<file path="config.mk">
export PLATFORM = sky130hd
export DESIGN_NAME = rsc_core
export DESIGN_NICKNAME = d
export VERILOG_FILES = /design/src/core/rsc_pkg.sv /design/src/core/rsc_core.sv
export SDC_FILE = /design/constraint.sdc
export NUM_CORES = 1
export LEC_CHECK = 0
export ABC_AREA = 1
export BUFFER_PORTS_ARGS = -buffer_cell sky130_fd_sc_hd__buf_4
export CAP_MARGIN = 10
export CORE_ASPECT_RATIO = 1.75
export CORE_MARGIN = 8
export CORE_UTILIZATION = 59
export CTS_CLUSTER_SIZE = 24
export DETAILED_ROUTE_END_ITERATION = 8
export GPL_TIMING_DRIVEN = 0
export PLACE_DENSITY = 0.81
export SETUP_SLACK_MARGIN = 0.5
export SLEW_MARGIN = 10
export SYNTH_ARGS = -nofsm -noshare
export SYNTH_HDL_FRONTEND = slang
export SYNTH_SLANG_ARGS = --single-unit
</file>
<file path="constraint.sdc">
create_clock -name clock -period 4.3 [get_ports clock]
set_input_delay 0.86 -clock clock [delete_from_list [all_inputs] [get_ports clock]]
set_output_delay 0.86 -clock clock [all_outputs]
set_load 0.05 [all_outputs]
</file>
<file path="src/core/rsc_pkg.sv">
package rsc_pkg;
    localparam int RSC_MAX_CH = 32;
    localparam int RSC_CW = 5;
    localparam int RSC_NUM_CH = 20;
    localparam logic [7:0] RSC_A_KEY = 8'h00;
    localparam logic [7:0] RSC_A_CHAN = 8'h04;
    localparam logic [7:0] RSC_A_RELAY = 8'h08;
    localparam logic [7:0] RSC_A_DIO = 8'h0C;
    localparam logic [7:0] RSC_A_TIME = 8'h10;
    localparam logic [7:0] RSC_A_DATE = 8'h14;
    localparam logic [7:0] RSC_A_SETUP = 8'h18;
    localparam logic [7:0] RSC_A_INTV = 8'h1C;
    localparam int RSC_KEY_LSB = 0;
    localparam int RSC_DIG_LSB = 8;
    localparam int RSC_CH_FIRST_LSB = 8;
    localparam int RSC_CH_LAST_LSB = 16;
    localparam int RSC_CH_FAULT_BIT = 24;
    localparam int RSC_CH_MODE_LSB = 25;
    localparam int RSC_CH_RUN_BIT = 28;
    localparam int RSC_CH_SINGLE_BIT = 29;
    localparam int RSC_CH_CONT_BIT = 30;
    localparam int RSC_DIO_IN_LSB = 3;
    localparam logic [2:0] RSC_DOUT_RST = 3'h0;
    localparam logic [23:0] RSC_ALARM_RST = 24'h000000;
    localparam logic [19:0] RSC_INTV_DEF = 20'h0000A;
    localparam logic [4:0] RSC_ADDR_DEF = 5'h11;
    localparam logic [1:0] RSC_POLES_DEF = 2'h2;
    localparam logic [7:0] RSC_SETTLE_DEF = 8'h00;
    localparam logic [7:0] RSC_P_LOOP = 8'h90;
    localparam logic [7:0] RSC_P_91 = 8'h91;
    localparam logic [7:0] RSC_P_92 = 8'h92;
    localparam logic [7:0] RSC_P_RESTORE = 8'h99;
    localparam logic [7:0] RSC_GL_OPEN = 8'h30;
    localparam logic [7:0] RSC_GL_CLOSED = 8'h43;
    localparam logic [7:0] RSC_GL_FIRST = 8'h46;
    localparam logic [7:0] RSC_GL_LAST = 8'h4C;
    localparam logic [7:0] RSC_GL_BOTH = 8'h42;
    localparam logic [7:0] RSC_GL_BLANK = 8'h20;

    typedef enum logic [4:0] {
        RSC_K_CHAN = 5'h00,
        RSC_K_TIME = 5'h01,
        RSC_K_DATE = 5'h02,
        RSC_K_PROG = 5'h03,
        RSC_K_SINGLE = 5'h04,
        RSC_K_CONT = 5'h05,
        RSC_K_INTV = 5'h06,
        RSC_K_RESET = 5'h07,
        RSC_K_CLOSE = 5'h08,
        RSC_K_OPEN = 5'h09,
        RSC_K_FIRST = 5'h0A,
        RSC_K_LAST = 5'h0B,
        RSC_K_SS = 5'h0C,
        RSC_K_DIGIT = 5'h0D,
        RSC_K_ENTER = 5'h0E
    } rsc_key_t;

    typedef enum logic [2:0] {
        RSC_M_CHAN = 3'h0,
        RSC_M_TIME = 3'h1,
        RSC_M_DATE = 3'h2,
        RSC_M_PROG = 3'h3,
        RSC_M_SINGLE = 3'h4,
        RSC_M_CONT = 3'h5,
        RSC_M_INTV = 3'h6
    } rsc_mode_t;

    typedef struct packed {
        logic [3:0] tens;
        logic [3:0] ones;
        logic [7:0] tag;
        logic [7:0] stat;
    } rsc_disp_t;

    typedef struct packed {
        logic [7:0] settle;
        logic [4:0] addr;
        logic [1:0] poles;
        logic fmt;
    } rsc_setup_t;

    typedef struct packed {
        rsc_mode_t mode;
        logic chan;
        logic [RSC_CW-1:0] sel;
        logic [RSC_MAX_CH-1:0] relay;
        logic [RSC_MAX_CH-1:0] saved;
        logic single;
        logic cont;
        logic run;
        logic [2:0] dout;
        logic [23:0] alarm;
        logic [7:0] prog;
        logic [1:0] pdig;
        logic fault;
        logic [2:0] d1;
        logic [2:0] d2;
        logic [2:0] d3;
        logic [2:0] din_f;
        logic [2:0] lsync;
        logic [RSC_CW-1:0] first;
        logic [RSC_CW-1:0] last;
        logic [23:0] time_v;
        logic [23:0] date_v;
        logic [19:0] intv;
        rsc_setup_t setup;
        logic [31:0] rd_data;
        rsc_disp_t disp;
    } rsc_state_t;
endpackage

</file>
<file path="src/core/rsc_core.sv">
// Local design decisions: the plain strobed port and the register addresses.
`timescale 1ns/100ps
module rsc_core #(
    parameter int NUM_CH = rsc_pkg::RSC_NUM_CH
) (
    input wire logic clock,
    input wire logic rst_b,
    input wire logic bat_rst_b,
    input wire logic [7:0] addr,
    input wire logic [31:0] wr_data,
    input wire logic wr_en,
    input wire logic rd_en,
    input wire logic [2:0] din,
    input wire logic loop_fault,
    output logic [31:0] rd_data,
    output rsc_pkg::rsc_disp_t disp,
    output logic [NUM_CH-1:0] relay_closed,
    output logic [2:0] dout,
    output logic chan_led,
    output logic run_led,
    output logic fault_msg
);
    localparam logic [rsc_pkg::RSC_CW-1:0] LAST_IDX =
        rsc_pkg::RSC_CW'(NUM_CH - 1);

    rsc_pkg::rsc_state_t st;
    rsc_pkg::rsc_state_t next_st;
    rsc_pkg::rsc_state_t pwr_st;
    rsc_pkg::rsc_state_t bat_st;
    logic key_go;
    rsc_pkg::rsc_key_t key;
    logic [3:0] digit;
    logic [7:0] prog_new;

    function automatic rsc_pkg::rsc_disp_t show(rsc_pkg::rsc_state_t s);
        rsc_pkg::rsc_disp_t d;
        logic [5:0] n;
        n = {1'b0, s.sel} + 6'h01;
        d.tens = 4'(n / 6'h0A);
        d.ones = 4'(n % 6'h0A);
        if (s.first == s.sel && s.last == s.sel)
            d.tag = rsc_pkg::RSC_GL_BOTH;
        else if (s.first == s.sel)
            d.tag = rsc_pkg::RSC_GL_FIRST;
        else if (s.last == s.sel)
            d.tag = rsc_pkg::RSC_GL_LAST;
        else
            d.tag = rsc_pkg::RSC_GL_BLANK;
        d.stat = s.relay[s.sel] ? rsc_pkg::RSC_GL_CLOSED
                                : rsc_pkg::RSC_GL_OPEN;
        return d;
    endfunction

    // Factory values, shared by battery loss and the restore program
    function automatic rsc_pkg::rsc_state_t restore(rsc_pkg::rsc_state_t s);
        rsc_pkg::rsc_state_t r;
        r = s;
        r.first = '0;
        r.last = LAST_IDX;
        r.intv = rsc_pkg::RSC_INTV_DEF;
        r.setup.settle = rsc_pkg::RSC_SETTLE_DEF;
        r.setup.addr = rsc_pkg::RSC_ADDR_DEF;
        r.setup.poles = rsc_pkg::RSC_POLES_DEF;
        r.setup.fmt = 1'b0;
        r.disp = show(r);
        return r;
    endfunction

    assign key_go = wr_en && addr == rsc_pkg::RSC_A_KEY;
    assign key = rsc_pkg::rsc_key_t'(wr_data[rsc_pkg::RSC_KEY_LSB +: 5]);
    assign digit = wr_data[rsc_pkg::RSC_DIG_LSB +: 4];
    assign prog_new = {st.prog[3:0], digit};

    // Volatile state only; battery-held fields pass through untouched
    always_comb
    begin
        pwr_st = st;
        pwr_st.mode = rsc_pkg::RSC_M_CHAN;
        pwr_st.sel = '0;
        pwr_st.relay = '0;
        pwr_st.single = 1'b0;
        pwr_st.cont = 1'b0;
        pwr_st.run = 1'b0;
        pwr_st.dout = rsc_pkg::RSC_DOUT_RST;
        pwr_st.saved = '0;
        pwr_st.alarm = rsc_pkg::RSC_ALARM_RST;
        pwr_st.prog = '0;
        pwr_st.pdig = '0;
        pwr_st.fault = 1'b0;
        pwr_st.chan = 1'b1;
        pwr_st.lsync = '0;
        pwr_st.rd_data = '0;
        pwr_st.disp = show(pwr_st);
        // Digital input stages kept on rst_b; battery loss clears them to zero
        bat_st = pwr_st;
        bat_st.d1 = '0;
        bat_st.d2 = '0;
        bat_st.d3 = '0;
        bat_st.din_f = '0;
        bat_st.time_v = '0;
        bat_st.date_v = '0;
        bat_st = restore(bat_st);
    end

    always_comb
    begin
        next_st = st;
        next_st.rd_data = '0;
        next_st.d1 = din;
        next_st.d2 = st.d1;
        next_st.d3 = st.d2;
        if (st.d2 == st.d3)
            next_st.din_f = st.d3;
        next_st.lsync = {st.lsync[1:0], loop_fault};
        if (key_go)
        begin
            unique case (key)
                rsc_pkg::RSC_K_CHAN:
                    if (st.mode == rsc_pkg::RSC_M_CHAN)
                        next_st.sel = (st.sel == LAST_IDX) ? '0
                                      : st.sel + 1'b1;
                    else
                        next_st.mode = rsc_pkg::RSC_M_CHAN;
                rsc_pkg::RSC_K_TIME:
                    next_st.mode = rsc_pkg::RSC_M_TIME;
                rsc_pkg::RSC_K_DATE:
                    next_st.mode = rsc_pkg::RSC_M_DATE;
                rsc_pkg::RSC_K_INTV:
                    next_st.mode = rsc_pkg::RSC_M_INTV;
                rsc_pkg::RSC_K_PROG:
                begin
                    next_st.mode = rsc_pkg::RSC_M_PROG;
                    next_st.prog = '0;
                    next_st.pdig = '0;
                end
                rsc_pkg::RSC_K_SINGLE:
                begin
                    next_st.mode = rsc_pkg::RSC_M_SINGLE;
                    next_st.single = 1'b1;
                    next_st.cont = 1'b0;
                end
                rsc_pkg::RSC_K_CONT:
                begin
                    next_st.mode = rsc_pkg::RSC_M_CONT;
                    next_st.cont = 1'b1;
                    next_st.single = 1'b0;
                end
                rsc_pkg::RSC_K_SS:
                    next_st.run = !st.run;
                rsc_pkg::RSC_K_RESET:
                    if (st.mode == rsc_pkg::RSC_M_PROG)
                    begin
                        if (st.prog != rsc_pkg::RSC_P_LOOP
                            && st.prog != rsc_pkg::RSC_P_91
                            && st.prog != rsc_pkg::RSC_P_92
                            && st.prog != rsc_pkg::RSC_P_RESTORE)
                            next_st.mode = rsc_pkg::RSC_M_CHAN;
                    end
                    else if (st.mode == rsc_pkg::RSC_M_CHAN
                             || st.mode == rsc_pkg::RSC_M_SINGLE
                             || st.mode == rsc_pkg::RSC_M_CONT)
                    begin
                        // Time, date and interval modes ignore reset
                        next_st.relay = '0;
                        next_st.sel = st.first;
                        next_st.run = 1'b0;
                    end
                rsc_pkg::RSC_K_CLOSE:
                    if (st.mode == rsc_pkg::RSC_M_CHAN)
                        next_st.relay[st.sel] = 1'b1;
                rsc_pkg::RSC_K_OPEN:
                    if (st.mode == rsc_pkg::RSC_M_CHAN)
                        next_st.relay[st.sel] = 1'b0;
                rsc_pkg::RSC_K_FIRST:
                    // One index register, so the old mark goes at once
                    if (st.mode == rsc_pkg::RSC_M_CHAN)
                        next_st.first = st.sel;
                rsc_pkg::RSC_K_LAST:
                    if (st.mode == rsc_pkg::RSC_M_CHAN)
                        next_st.last = st.sel;
                rsc_pkg::RSC_K_DIGIT:
                    if (st.mode == rsc_pkg::RSC_M_PROG && st.pdig != 2'h2)
                    begin
                        next_st.prog = prog_new;
                        next_st.pdig = st.pdig + 2'h1;
                        // Loop recovery runs without an enter key
                        if (st.pdig == 2'h1 && prog_new == rsc_pkg::RSC_P_LOOP)
                        begin
                            next_st.fault = 1'b0;
                            next_st.mode = rsc_pkg::RSC_M_CHAN;
                        end
                    end
                rsc_pkg::RSC_K_ENTER:
                    if (st.mode == rsc_pkg::RSC_M_PROG
                        && st.prog == rsc_pkg::RSC_P_RESTORE)
                    begin
                        next_st = restore(next_st);
                        next_st.mode = rsc_pkg::RSC_M_CHAN;
                    end
                default:
                begin
                end
            endcase
        end
        // Fault seen on the pin wins over a clear in the same cycle
        if (st.lsync[1] && st.lsync[2])
            next_st.fault = 1'b1;
        if (wr_en)
        begin
            unique case (addr)
                rsc_pkg::RSC_A_DIO:
                    next_st.dout = wr_data[2:0];
                rsc_pkg::RSC_A_TIME:
                    next_st.time_v = wr_data[23:0];
                rsc_pkg::RSC_A_DATE:
                    next_st.date_v = wr_data[23:0];
                rsc_pkg::RSC_A_SETUP:
                    next_st.setup = wr_data[15:0];
                rsc_pkg::RSC_A_INTV:
                    next_st.intv = wr_data[19:0];
                default:
                begin
                end
            endcase
        end
        if (rd_en)
        begin
            unique case (addr)
                rsc_pkg::RSC_A_KEY:
                    next_st.rd_data = '0;
                rsc_pkg::RSC_A_CHAN:
                begin
                    next_st.rd_data[rsc_pkg::RSC_CW-1:0] = st.sel;
                    next_st.rd_data[rsc_pkg::RSC_CH_FIRST_LSB +:
                                    rsc_pkg::RSC_CW] = st.first;
                    next_st.rd_data[rsc_pkg::RSC_CH_LAST_LSB +:
                                    rsc_pkg::RSC_CW] = st.last;
                    next_st.rd_data[rsc_pkg::RSC_CH_FAULT_BIT] = st.fault;
                    next_st.rd_data[rsc_pkg::RSC_CH_MODE_LSB +: 3] = st.mode;
                    next_st.rd_data[rsc_pkg::RSC_CH_RUN_BIT] = st.run;
                    next_st.rd_data[rsc_pkg::RSC_CH_SINGLE_BIT] = st.single;
                    next_st.rd_data[rsc_pkg::RSC_CH_CONT_BIT] = st.cont;
                end
                rsc_pkg::RSC_A_RELAY:
                    next_st.rd_data[NUM_CH-1:0] = st.relay[NUM_CH-1:0];
                rsc_pkg::RSC_A_DIO:
                begin
                    next_st.rd_data[2:0] = st.dout;
                    next_st.rd_data[rsc_pkg::RSC_DIO_IN_LSB +: 3] = st.din_f;
                end
                rsc_pkg::RSC_A_TIME:
                    next_st.rd_data[23:0] = st.time_v;
                rsc_pkg::RSC_A_DATE:
                    next_st.rd_data[23:0] = st.date_v;
                rsc_pkg::RSC_A_SETUP:
                    next_st.rd_data[15:0] = st.setup;
                rsc_pkg::RSC_A_INTV:
                    next_st.rd_data[19:0] = st.intv;
                default:
                    next_st.rd_data = '0;
            endcase
        end
        next_st.chan = next_st.mode == rsc_pkg::RSC_M_CHAN;
        next_st.disp = show(next_st);
    end

    // Battery-held fields survive rst_b; only bat_rst_b clears them
    always_ff @(posedge clock)
    begin
        if (!bat_rst_b)
            st <= bat_st;
        else if (!rst_b)
            st <= pwr_st;
        else
            st <= next_st;
    end

    assign rd_data = st.rd_data;
    assign disp = st.disp;
    assign relay_closed = st.relay[NUM_CH-1:0];
    assign dout = st.dout;
    assign chan_led = st.chan;
    assign run_led = st.run;
    assign fault_msg = st.fault;

    property p_pwr_chan;
        @(posedge clock) disable iff (!bat_rst_b)
        $rose(rst_b) |-> st.mode == rsc_pkg::RSC_M_CHAN && st.sel == '0
            && st.relay == '0 && disp.ones == 4'h1 && disp.tens == 4'h0;
    endproperty
    a_pwr_chan: assert property (p_pwr_chan)
        else $error("power-up not in channel 1 with relays open");

    property p_pwr_scan;
        @(posedge clock) disable iff (!bat_rst_b)
        $rose(rst_b) |-> !st.single && !st.cont && !run_led
            && dout == 3'h0 && st.saved == '0 && st.alarm == 24'h000000;
    endproperty
    a_pwr_scan: assert property (p_pwr_scan)
        else $error("power-up scan, output or alarm defaults wrong");

    property p_keep_marks;
        @(posedge clock) disable iff (!bat_rst_b)
        !rst_b |=> st.first == $past(st.first) && st.last == $past(st.last)
            && st.intv == $past(st.intv) && st.setup == $past(st.setup);
    endproperty
    a_keep_marks: assert property (p_keep_marks)
        else $error("battery-held value lost on power-up");

    property p_chan_step;
        @(posedge clock) disable iff (!rst_b)
        key_go && key == rsc_pkg::RSC_K_CHAN
            && st.mode == rsc_pkg::RSC_M_CHAN && st.sel != LAST_IDX
        |=> st.sel == $past(st.sel) + 1'b1;
    endproperty
    a_chan_step: assert property (p_chan_step)
        else $error("channel key did not advance by one");

    property p_leave;
        @(posedge clock) disable iff (!rst_b)
        key_go && (key == rsc_pkg::RSC_K_TIME || key == rsc_pkg::RSC_K_PROG
            || key == rsc_pkg::RSC_K_SINGLE || key == rsc_pkg::RSC_K_INTV)
        |=> !chan_led;
    endproperty
    a_leave: assert property (p_leave)
        else $error("mode key left channel mode lit");

    property p_close;
        @(posedge clock) disable iff (!rst_b)
        key_go && key == rsc_pkg::RSC_K_CLOSE && chan_led
        |=> st.relay[$past(st.sel)] && disp.stat == rsc_pkg::RSC_GL_CLOSED
            ##1 st.relay[$past(st.sel, 2)];
    endproperty
    a_close: assert property (p_close)
        else $error("close key did not close shown channel");

    property p_open;
        @(posedge clock) disable iff (!rst_b)
        key_go && key == rsc_pkg::RSC_K_OPEN && chan_led
        |=> !st.relay[$past(st.sel)] && disp.stat == rsc_pkg::RSC_GL_OPEN;
    endproperty
    a_open: assert property (p_open)
        else $error("open key did not open shown channel");

    property p_first;
        @(posedge clock) disable iff (!rst_b)
        key_go && key == rsc_pkg::RSC_K_FIRST && chan_led
        |=> st.first == $past(st.sel) && disp.tag != rsc_pkg::RSC_GL_BLANK
            && disp.tag != rsc_pkg::RSC_GL_LAST;
    endproperty
    a_first: assert property (p_first)
        else $error("first key did not mark shown channel");

    property p_last;
        @(posedge clock) disable iff (!rst_b)
        key_go && key == rsc_pkg::RSC_K_LAST && chan_led
        |=> st.last == $past(st.sel) && disp.tag != rsc_pkg::RSC_GL_BLANK
            && disp.tag != rsc_pkg::RSC_GL_FIRST;
    endproperty
    a_last: assert property (p_last)
        else $error("last key did not mark shown channel");

    property p_din_keep;
        @(posedge clock) disable iff (!bat_rst_b)
        !rst_b |=> st.din_f == $past(st.din_f) && st.d3 == $past(st.d3);
    endproperty
    a_din_keep: assert property (p_din_keep)
        else $error("digital input state changed on power-up");

    property p_loop;
        @(posedge clock) disable iff (!rst_b)
        key_go && key == rsc_pkg::RSC_K_DIGIT && st.mode == rsc_pkg::RSC_M_PROG
            && st.pdig == 2'h1 && prog_new == rsc_pkg::RSC_P_LOOP
            && !loop_fault ##1 !loop_fault [*3]
        |-> !fault_msg && chan_led;
    endproperty
    a_loop: assert property (p_loop)
        else $error("loop recovery program left fault shown");
endmodule

</file>
==> results of run 1 <==
[repair_timing]
action                                  in CTS  in global routing
endpoints found under the hold margin        0                  0
resized for setup                            7                 11
hold buffers                                 0                  0
pin swaps                                    0                  1
endpoints found under the setup margin       4                  3
[worst paths after layout]
kind,slack [ns],to,depth (start not counted)
worst max-delay path,0.65,disp[19],26
worst min-delay path,0.43,st[151],2
worst max register to register,0.65,disp[19],26
worst min register to register,0.43,st[151],2
[placed cells by master, fill, tap and decap left out, types with 13 or more instances in the layout]
master     instances
o31ai_1           13
o311ai_0          14
buf_4            195
a22oi_1           13
dfxtp_1          210
inv_1            209
clkbuf_16         20
nand2_1          196
o22ai_1           33
clkbuf_1          53
nand3_1           55
inv_2             15
ha_1              17
nor2_1           188
nor3_1            14
o21ai_0          154
a221oi_1          14
a21oi_1          118
[cell type report]
| cell class | instances | share of cell area, % |
|---|---|---|
| flip-flops and latches | 212 | 32.8 |
| well taps | 238 | 2.30 |
| plain buffers | 147 | 6.89 |
| clock buffers | 23 | 4.03 |
| repair buffers | 112 | 6.48 |
| clock inverters | 11 | 1.37 |
| multi-input cells | 969 | 39.5 |
| inverters | 228 | 6.61 |
[per-layer routing]
layer,wire length [µm],track usage [%],vias up
met5,14,0,-
met4,3640,27.6,2
met3,3310,5.42,232
met2,19900,59.1,763
met1,13700,33.9,5219
li1,-,-,5306
[tightest hold or removal path, delay by kind of cell (launching register included)]
family        cells  cell delay, ns
buf+inv           1            0.04
simple gates      1            0.04
flops             1            0.31
[through the flow]
stage / area [µm²] / instances / total power [mW] / utilization (%) / hold WS, ns
after floorplan: 11100 / 1556 / 2.14 / - / 0.394
after global placement: 12200 / 1905 / 2.23 / 65.9 / 0.409
after detailed placement: 12200 / 1906 / 2.23 / 66.0 / 0.409
after CTS: 12900 / 1940 / 4.11 / 69.8 / 0.437
after global routing: 12900 / 1940 / 4.21 / 70.0 / 0.451
final: 12900 / 1940 / 4.13 / 70.0 / 0.432
[report_power, final]
part           total, mW  internal [mW]  leakage (nW)  switching, mW
Sequential          1.98           1.98          1.71        0.00861
Combinational      0.215         0.0607          3.27          0.154
Clock               1.93           1.12         0.332          0.810
[registers in the layout (all words and copies together) (netlist names)]
| signal | flops |
|---|---|
| chan_led | 1 |
| disp | 14 |
| dout | 3 |
| fault_msg | 1 |
| prog_new | 4 |
| pwr_st | 106 |
| rd_data | 31 |
| relay_closed | 20 |
| run_led | 1 |
| st | 31 |
[cell families after synthesis]
| kind of cell | Yosys count | synth area share (%) |
|---|---|---|
| xor gates and xnor gates | 8 | 0.635 |
| DFF | 212 | 38.5 |
| AOI/OAI and AO/OA | 418 | 22.5 |
| other | 1 | 0.0340 |
| buffers and inverters | 375 | 15.7 |
| and+or+nand+nor | 516 | 20.6 |
| muxes | 1 | 0.0907 |
| adders and majority gates | 18 | 2.04 |
==> results.py, run 1 <==
metrics = {
    "logic_synthesis": {
        "synthArstFlopShare_pct": 0,
        "ys_types": 55,
        "yosysMostFrequentCell": "dfxtp_1",
        "synthTopCellsByArea": "dfxtp_1, inv_1, o21ai_0",
        "yosysSeqAreaShare_pct": 38.5,
        "syn_area_per_cell_um2": 7.12,
        "synth_commonest_cells": "dfxtp_1, inv_1, nand2_1, nor2_1, o21ai_0",
        "synth_edf_count": 0,
        "ys_warn_count": 0,
        "netlist_area_um2": 11000,
        "netlist_instances": 1549,
        "ys.flop_type": "dfxtp_1",
        "synth_top_area_share_pct": 38.5,
        "yosys.area.top_type": "dfxtp_1",
        "synth-seq-cells": 212,
    },
    "setup_path": {
        "cp-startpoint": "st[270]",
        "start_kind": "flop",
        "crit_buf_inv": 6,
        "crit_slowest_cell": "dfxtp_2",
        "crit_path_max_incr_delay_ns": 0.46,
        "cp.arrival_ns": 4.11,
        "crit_path_end_kind": "flop",
        "critPathMaxFanout": 12,
        "r2r_start": "st[270]",
        "crit_top_cell": "nand2_1",
        "required_ns": 4.76,
        "setup.worst_path.class": "flop to flop",
        "path_delay_family": "simple AND/OR/NAND/NOR gates",
    },
    "route": {
        "num_vias": 11500,
        "drtAntennaViolNets": 0,
        "wire_per_inst_um": 20.9,
        "drc_errors": 0,
        "drtIter0Drc": 1146,
        "vias_per_cell": 5.94,
        "drtPass1Iterations": 5,
        "wirelength_um": 40500,
    },
    "global_routing": {
        "gr-total-overflow": 0,
        "grt_max_degree": 18,
        "antenna_found_initial": 1,
        "grt_usage_pct": 33.4,
        "grt_pass1_vias": 11300,
        "grt_pass1_wl_um": 61500,
    },
    "clock_tree": {
        "clk_pin_slew_ns": 0.07,
        "cts.path.max_buffers": 3,
        "h-tree-depth": 1,
        "clock-sinks": 212,
        "tritoncts": "built",
        "cts_setup_buffers": 0,
        "clk_latency_ns": 0.52,
        "cts_buffers": 20,
        "root_buffer": "clkbuf_16",
    },
    "finish": {
        "area_delta_synth_final_pct": 17.3,
        "ff_latch_area_um2": 4250,
        "num_antenna_cells": 0,
        "layout.nets": 1757,
        "n_fill_cell": 1579,
        "multiInputGateArea_um2": 5110,
        "drive_above_1_share_pct": 18.1,
    },
    "power_and_ir_drop": {
        "leakagePower_nw": 5.31,
        "ir_drop_uv": 335,
        "p_per_area_nw_per_um2": 319,
    },
    "timing": {
        "finalHoldViolCount": 0,
        "timing.final.crit_share_pct": 84.9,
        "max_slew.worst_pin.slew_ns": 0.994,
        "fin_skew_ns": 0.0188,
        "layout_setup_ws_ns": 0.648,
        "drv_slew": 0,
        "slew_headroom_pct": 33.0,
        "finalCriticalPeriod_ns": 3.65,
        "fin_tns_setup_ns": 0,
        "setup_viol": 0,
        "max_clock_freq_mhz": 274,
        "rsz0062_at_grt": "no",
    },
    "hold_path": {
        "hold_start": "st[150]",
        "min-delay-path-class": "flop to flop",
    },
    "place": {
        "portBuffers": 111,
        "hpwl_um": 30400,
        "place_congestion": 1.00,
        "dp_slack_ns": -0.319,
    },
    "floorplanning": {
        "boundaryPins": 131,
        "row_count": 66,
        "die-area_um2": 23500,
        "start_util_pct": 59.6,
        "die_w_um": 119,
        "fp.coreArea_um2": 18500,
        "die_h_um": 197,
    },
    "run": {
        "cap_violations": 0,
    },
    "status": {
        "outcome": "completed",
    },
}
No activity file was read; power rests on OpenSTA's default activity.
==> run 2: changes to the inputs <==
==> constraint.sdc (replaced) <==
create_clock -name clock -period 3.55 [get_ports clock]
set_input_delay 0.71 -clock clock [delete_from_list [all_inputs] [get_ports clock]]
set_output_delay 0.71 -clock clock [all_outputs]
set_load 0.05 [all_outputs]
==> run 2 against run 1 <==
Effect of this change:
- clock power grew 25%
- total power increased by 23%
- critical path type unchanged
- routed wire length is 3.7% higher
- non-clock buffer count rose by 45
- cell count grew 2.5%
- maximum frequency up 18%
- utilization up 3.7 points
- combinational power rose by 26%
- clock skew fell by 0.0064 ns
- critical path depth decreased by 13
- design area grew 5.3%
- sequential share of layout area is 1.6 points lower
==> results.py, run 2 (same netlist as run 1, synthesis figures left out) <==
metrics = {
    "status": {
        "outcome": "completed",
    },
    "timing": {
        "max_clock_freq_mhz": 323,
        "fin_skew_ns": 0.0124,
        "slew_headroom_pct": 33.0,
        "timing.final.crit_share_pct": 87.3,
        "finalCriticalPeriod_ns": 3.10,
        "fin_tns_setup_ns": 0,
        "setup_viol": 0,
        "whs_ns": 0.427,
        "max_slew.worst_pin.slew_ns": 0.997,
        "drv_slew": 0,
        "rsz0062_at_grt": "yes",
        "finalHoldViolCount": 0,
    },
    "finish": {
        "n_fill_cell": 1535,
        "layout.nets": 1803,
        "num_antenna_cells": 0,
        "final_cell_mix": "buf_4, dfxtp_1, inv_1, nand2_1, nor2_1",
        "area_delta_synth_final_pct": 23.5,
        "largest_register_ff_count": 106,
        "post-route-util_pct": 73.7,
        "layout_commonest_cell": "buf_4",
        "drive_above_1_share_pct": 22.9,
    },
    "run": {
        "cap_violations": 0,
    },
    "floorplanning": {
        "die-area_um2": 23500,
        "die_h_um": 197,
        "row_count": 66,
        "die_w_um": 119,
        "boundaryPins": 131,
        "start_util_pct": 59.6,
        "fp.coreArea_um2": 18500,
    },
    "route": {
        "vias_per_cell": 5.90,
        "wire_per_inst_um": 21.1,
        "drc_errors": 0,
        "drtAntennaViolNets": 0,
        "wirelength_um": 42000,
        "num_vias": 11700,
        "drtIter0Drc": 1149,
        "drtPass1Iterations": 6,
    },
    "global_routing": {
        "grt_usage_pct": 34.4,
        "grt_max_degree": 17,
        "grt_pass1_vias": 11600,
        "gr-total-overflow": 0,
        "antenna_found_initial": 1,
        "grt_pass1_wl_um": 63400,
    },
    "setup_path": {
        "critPathMaxFanout": 10,
        "required_ns": 3.89,
        "start_kind": "flop",
        "crit_path_end_kind": "flop",
        "cp.arrival_ns": 3.44,
        "setup.worst_path.class": "flop to flop",
    },
    "clock_tree": {
        "h-tree-depth": 1,
        "cts.path.max_buffers": 3,
        "tritoncts": "built",
        "clk_latency_ns": 0.51,
        "root_buffer": "clkbuf_16",
        "clock-sinks": 212,
        "cts_buffers": 21,
        "hold_buffers": 0,
        "clk_pin_slew_ns": 0.07,
    },
    "power_and_ir_drop": {
        "p_per_area_nw_per_um2": 373,
        "leakagePower_nw": 5.65,
        "power_mw": 5.08,
        "ir_drop_uv": 424,
    },
    "place": {
        "hpwl_um": 30300,
        "place_congestion": 1.03,
        "portBuffers": 111,
    },
    "hold_path": {
        "min-delay-path-class": "input port to flop",
    },
}
[run 2: cell count changes in the layout (fill, tap and decap cells not counted), sizes merged]
cell,before,now
buf,207,250
bufinv,4,3
clkbuf,75,79
clkinv,8,9
clkinvlp,3,4
[run 2: critical path, cell delays in order, from the launching register on]
cell	delay [ns]
dfxtp_1	0.42
buf_4	0.25
nand3_1	0.13
nor3_1	0.21
o21ai_1	0.15
a21oi_4	0.40
inv_2	0.25
xor2_1	0.23
nand3_2	0.13
nor2_2	0.20
inv_1	0.10
ha_1	0.28
nand2_1	0.08
nand3_1	0.10
[run 2: routing by layer]
| metal | GRT usage, % | up-vias | part of all wire (%) |
|---|---|---|---|
| met3 | 7.28 | 231 | 8.9 |
| met5 | 0 | - | 0 |
| met1 | 33.4 | 5409 | 33 |
| li1 | - | 5408 | - |
| met4 | 27.1 | 0 | 8.7 |
| met2 | 62.1 | 690 | 50 |
[run 2: where the power goes]
group | switching, mW | internal (mW) | total [mW]
sequential | 0.00967 | 2.39 | 2.40
clock | 1.01 | 1.40 | 2.41
combinational | 0.192 | 0.0786 | 0.271
total | 1.21 | 3.87 | 5.08
[run 2: metrics by stage]
step,worst slack [ns],cell area [µm²],instances
after floorplan,0.486,11200,1556
after global placement,-0.558,12300,1905
after detailed placement,-0.189,12300,1906
after CTS,0.500,13200,1950
after global routing,0.348,13600,1988
final,0.451,13600,1988
[run 2: worst paths after layout]
check	from	endpoint	slack (ns)	depth (start not counted)
setup reg to reg	st[272]	disp[10]	0.45	13
hold / removal	loop_fault	st[150]	0.43	3
setup / recovery	st[272]	disp[10]	0.45	13
hold reg to reg	st[150]	st[151]	0.43	2
[run 2: what timing repair did]
item / 4_1_cts / 5_1_grt
pin swaps: 2 / 20
gates resized for setup: 31 / 45
setup buffers: 7 / 38
cloned: 0 / 0
setup endpoints to repair: 36 / 55
[run 2: cell type report]
cell class              instances  area [µm²]  share of cell area [%]
plain buffers                 147         942                    6.91
well taps                     238         298                    2.19
clock inverters                12         155                    1.14
clock buffers                  25         581                    4.26
inverters                     228         891                    6.54
repair buffers                157        1180                    8.63
multi-input cells             969        5330                    39.1
flip-flops and latches        212        4250                    31.2
==> run 3: changes to the inputs <==
--- a/config.mk
+++ b/config.mk
@@ -10,11 +10,13 @@
 export CAP_MARGIN = 10
 export CORE_ASPECT_RATIO = 1.75
 export CORE_MARGIN = 8
-export CORE_UTILIZATION = 59
+export CORE_UTILIZATION = 61
+export CTS_BUF_LIST = sky130_fd_sc_hd__clkbuf_4
+export CTS_CLUSTER_DIAMETER = 80
 export CTS_CLUSTER_SIZE = 24
 export DETAILED_ROUTE_END_ITERATION = 8
 export GPL_TIMING_DRIVEN = 0
-export PLACE_DENSITY = 0.81
+export PLACE_DENSITY = 0.83
 export SETUP_SLACK_MARGIN = 0.5
 export SLEW_MARGIN = 10
 export SYNTH_ARGS = -nofsm -noshare
==> run 3 against run 2 <==
Effect of this change:
- die area is 2.9% lower
- routed wire length down 3.1%
- register-to-register slack improved by 0.04 ns
- non-clock buffer count decreased by 8
- critical path depth rose by 9
- clock power shrank 61%
- clock-buffer cell count down 11
- clock skew rose by 0.042 ns
- combinational power decreased by 3%
- sequential share of layout area rose by 1.8 points
- global-route usage fell by 0.57 points
- sequential cell count stayed put
- critical endpoint is now disp[18]
- largest cell class unchanged
- largest power group is now registers
==> results.py, run 3 (same netlist as run 1, synthesis figures left out) <==
metrics = {
    "global_routing": {
        "grt_pass1_vias": 11300,
        "antenna_found_initial": 2,
        "grt_max_degree": 25,
        "grt_pass1_wl_um": 61300,
        "grt_usage_pct": 33.9,
        "gr-total-overflow": 0,
    },
    "power_and_ir_drop": {
        "ir_drop_uv": 376,
        "leakagePower_nw": 5.30,
        "p_per_area_nw_per_um2": 279,
    },
    "floorplanning": {
        "fp.coreArea_um2": 17900,
        "start_util_pct": 61.7,
        "row_count": 65,
        "boundaryPins": 131,
        "die_w_um": 118,
        "die-area_um2": 22800,
        "die_h_um": 194,
    },
    "setup_path": {
        "start_kind": "flop",
        "required_ns": 4.15,
        "crit_path_max_incr_delay_ns": 0.43,
        "crit_buf_inv": 4,
        "cp.arrival_ns": 3.67,
        "r2r_start": "st[270]",
        "critPathMaxFanout": 4,
        "worstPathCellList": "clkinvlp_4 > ha_1 > nand2_1 > o21ai_0 > nand2_1 > nand2_2 > nand2_4 > inv_8 > clkbuf_16 > ha_4 > inv_2 > nor2_4 > nand2_2 > nand2_4 > nand2_2 > nand2_2 > nor2_4 > o21bai_1 > and2_1 > ha_2 > a21boi_2 > nor2_1",
        "crit_top_cell": "nand2_2",
        "path_delay_family": "simple AND/OR/NAND/NOR gates",
        "crit_slowest_cell": "dfxtp_4",
        "cp-startpoint": "st[270]",
        "crit_path_end_kind": "flop",
        "setup.worst_path.class": "flop to flop",
    },
    "timing": {
        "fin_skew_ns": 0.0541,
        "layout_setup_ws_ns": 0.487,
        "drv_slew": 0,
        "slew_headroom_pct": 45.4,
        "setup_viol": 0,
        "timing.final.crit_share_pct": 86.3,
        "max_slew.worst_pin.slew_ns": 0.810,
        "rsz0062_at_grt": "yes",
        "finalHoldViolCount": 0,
        "max_clock_freq_mhz": 326,
        "finalCriticalPeriod_ns": 3.06,
    },
    "clock_tree": {
        "cts_buffers": 12,
        "clock-sinks": 212,
        "clk_latency_ns": 0.68,
        "root_buffer": "clkbuf_4",
        "h-tree-depth": 1,
        "cts.path.max_buffers": 3,
        "tritoncts": "built",
        "clk_pin_slew_ns": 0.26,
    },
    "finish": {
        "area_delta_synth_final_pct": 17.1,
        "largest_register_ff_count": 106,
        "drive_above_1_share_pct": 21.3,
        "post-route-util_pct": 72.2,
        "layout_commonest_cell": "buf_4",
        "fin_cells": 1955,
        "layout.nets": 1786,
        "final_cell_mix": "buf_4, dfxtp_1, inv_1, nand2_1, nor2_1",
        "n_fill_cell": 1563,
        "fin_area_um2": 12900,
    },
    "route": {
        "drtPass1Iterations": 8,
        "drtIter0Drc": 1251,
        "vias_per_cell": 6.02,
        "num_vias": 11800,
        "drtAntennaViolNets": 0,
        "wire_per_inst_um": 20.8,
        "drc_errors": 0,
        "wirelength_um": 40700,
    },
    "place": {
        "portBuffers": 111,
        "dp_slack_ns": -0.290,
        "place_congestion": 1.06,
        "placed_cell_area_um2": 12300,
        "place_inst": 1902,
        "hpwl_um": 30000,
    },
    "status": {
        "outcome": "completed",
    },
    "hold_path": {
        "hold_start": "loop_fault",
        "min-delay-path-class": "input port to flop",
    },
    "run": {
        "cap_violations": 0,
    },
}
run 3: what timing repair did:
item                                    CTS  global route
buffers inserted                          8            29
endpoints found under the setup margin   20            36
hold buffers                              0             0
resized for setup                        17            56
pin swaps                                 2            17
run 3: worst reg2reg max path, delay by kind of cell, from the launching register on:
family,cells,cell delay (ns)
AOI/OAI and AO/OA,3,0.40
buffers and inverters,4,0.37
and+or+nand+nor,12,1.14
adders and majority gates,3,0.69
DFF,1,0.43
run 3: cell type report:
type	instances	area [µm²]	share of cell area (%)
diodes	1	2.50	0.0194
inverters	228	890	6.89
well taps	234	293	2.27
repair buffers	149	1120	8.64
clock buffers	14	105	0.814
flip-flops and latches	212	4260	33.0
plain buffers	147	945	7.31
clock inverters	1	5.00	0.0387
multi-input cells	969	5300	41.0
run 3: final timing paths:
kind / endpoint / slack, ns / cells after the start
max: disp[18] / 0.49 / 22
min: st[150] / 0.24 / 3
max reg2reg: disp[18] / 0.49 / 22
min reg2reg: st[151] / 0.45 / 2
run 3: stage by stage:
| stage | setup TNS (ns) | total power [mW] | hold slack (ns) |
|---|---|---|---|
| floorplan | 0 | 2.60 | 0.394 |
| global placement | -5.83 | 2.71 | 0.414 |
| detailed placement | -4.85 | 2.71 | 0.422 |
| CTS | 0 | 3.59 | 0.213 |
| global route | 0 | 3.68 | 0.223 |
| finish | 0 | 3.60 | 0.241 |
run 3: where the power goes:
group / switching [mW] / total [mW] / leakage [nW] / internal [mW]
Clock: 0.747 / 0.931 / 0.0683 / 0.184
Combinational: 0.187 / 0.263 / 3.51 / 0.0757
Sequential: 0.00930 / 2.41 / 1.72 / 2.40
run 3: routing by layer:
layer | GRT usage (%) | wire length (µm) | vias up
li1 | - | - | 5359
met1 | 34.1 | 13400 | 5386
met2 | 59.1 | 19500 | 740
met3 | 6.27 | 3590 | 282
met4 | 29.2 | 4240 | 2
met5 | 0 | 10 | -
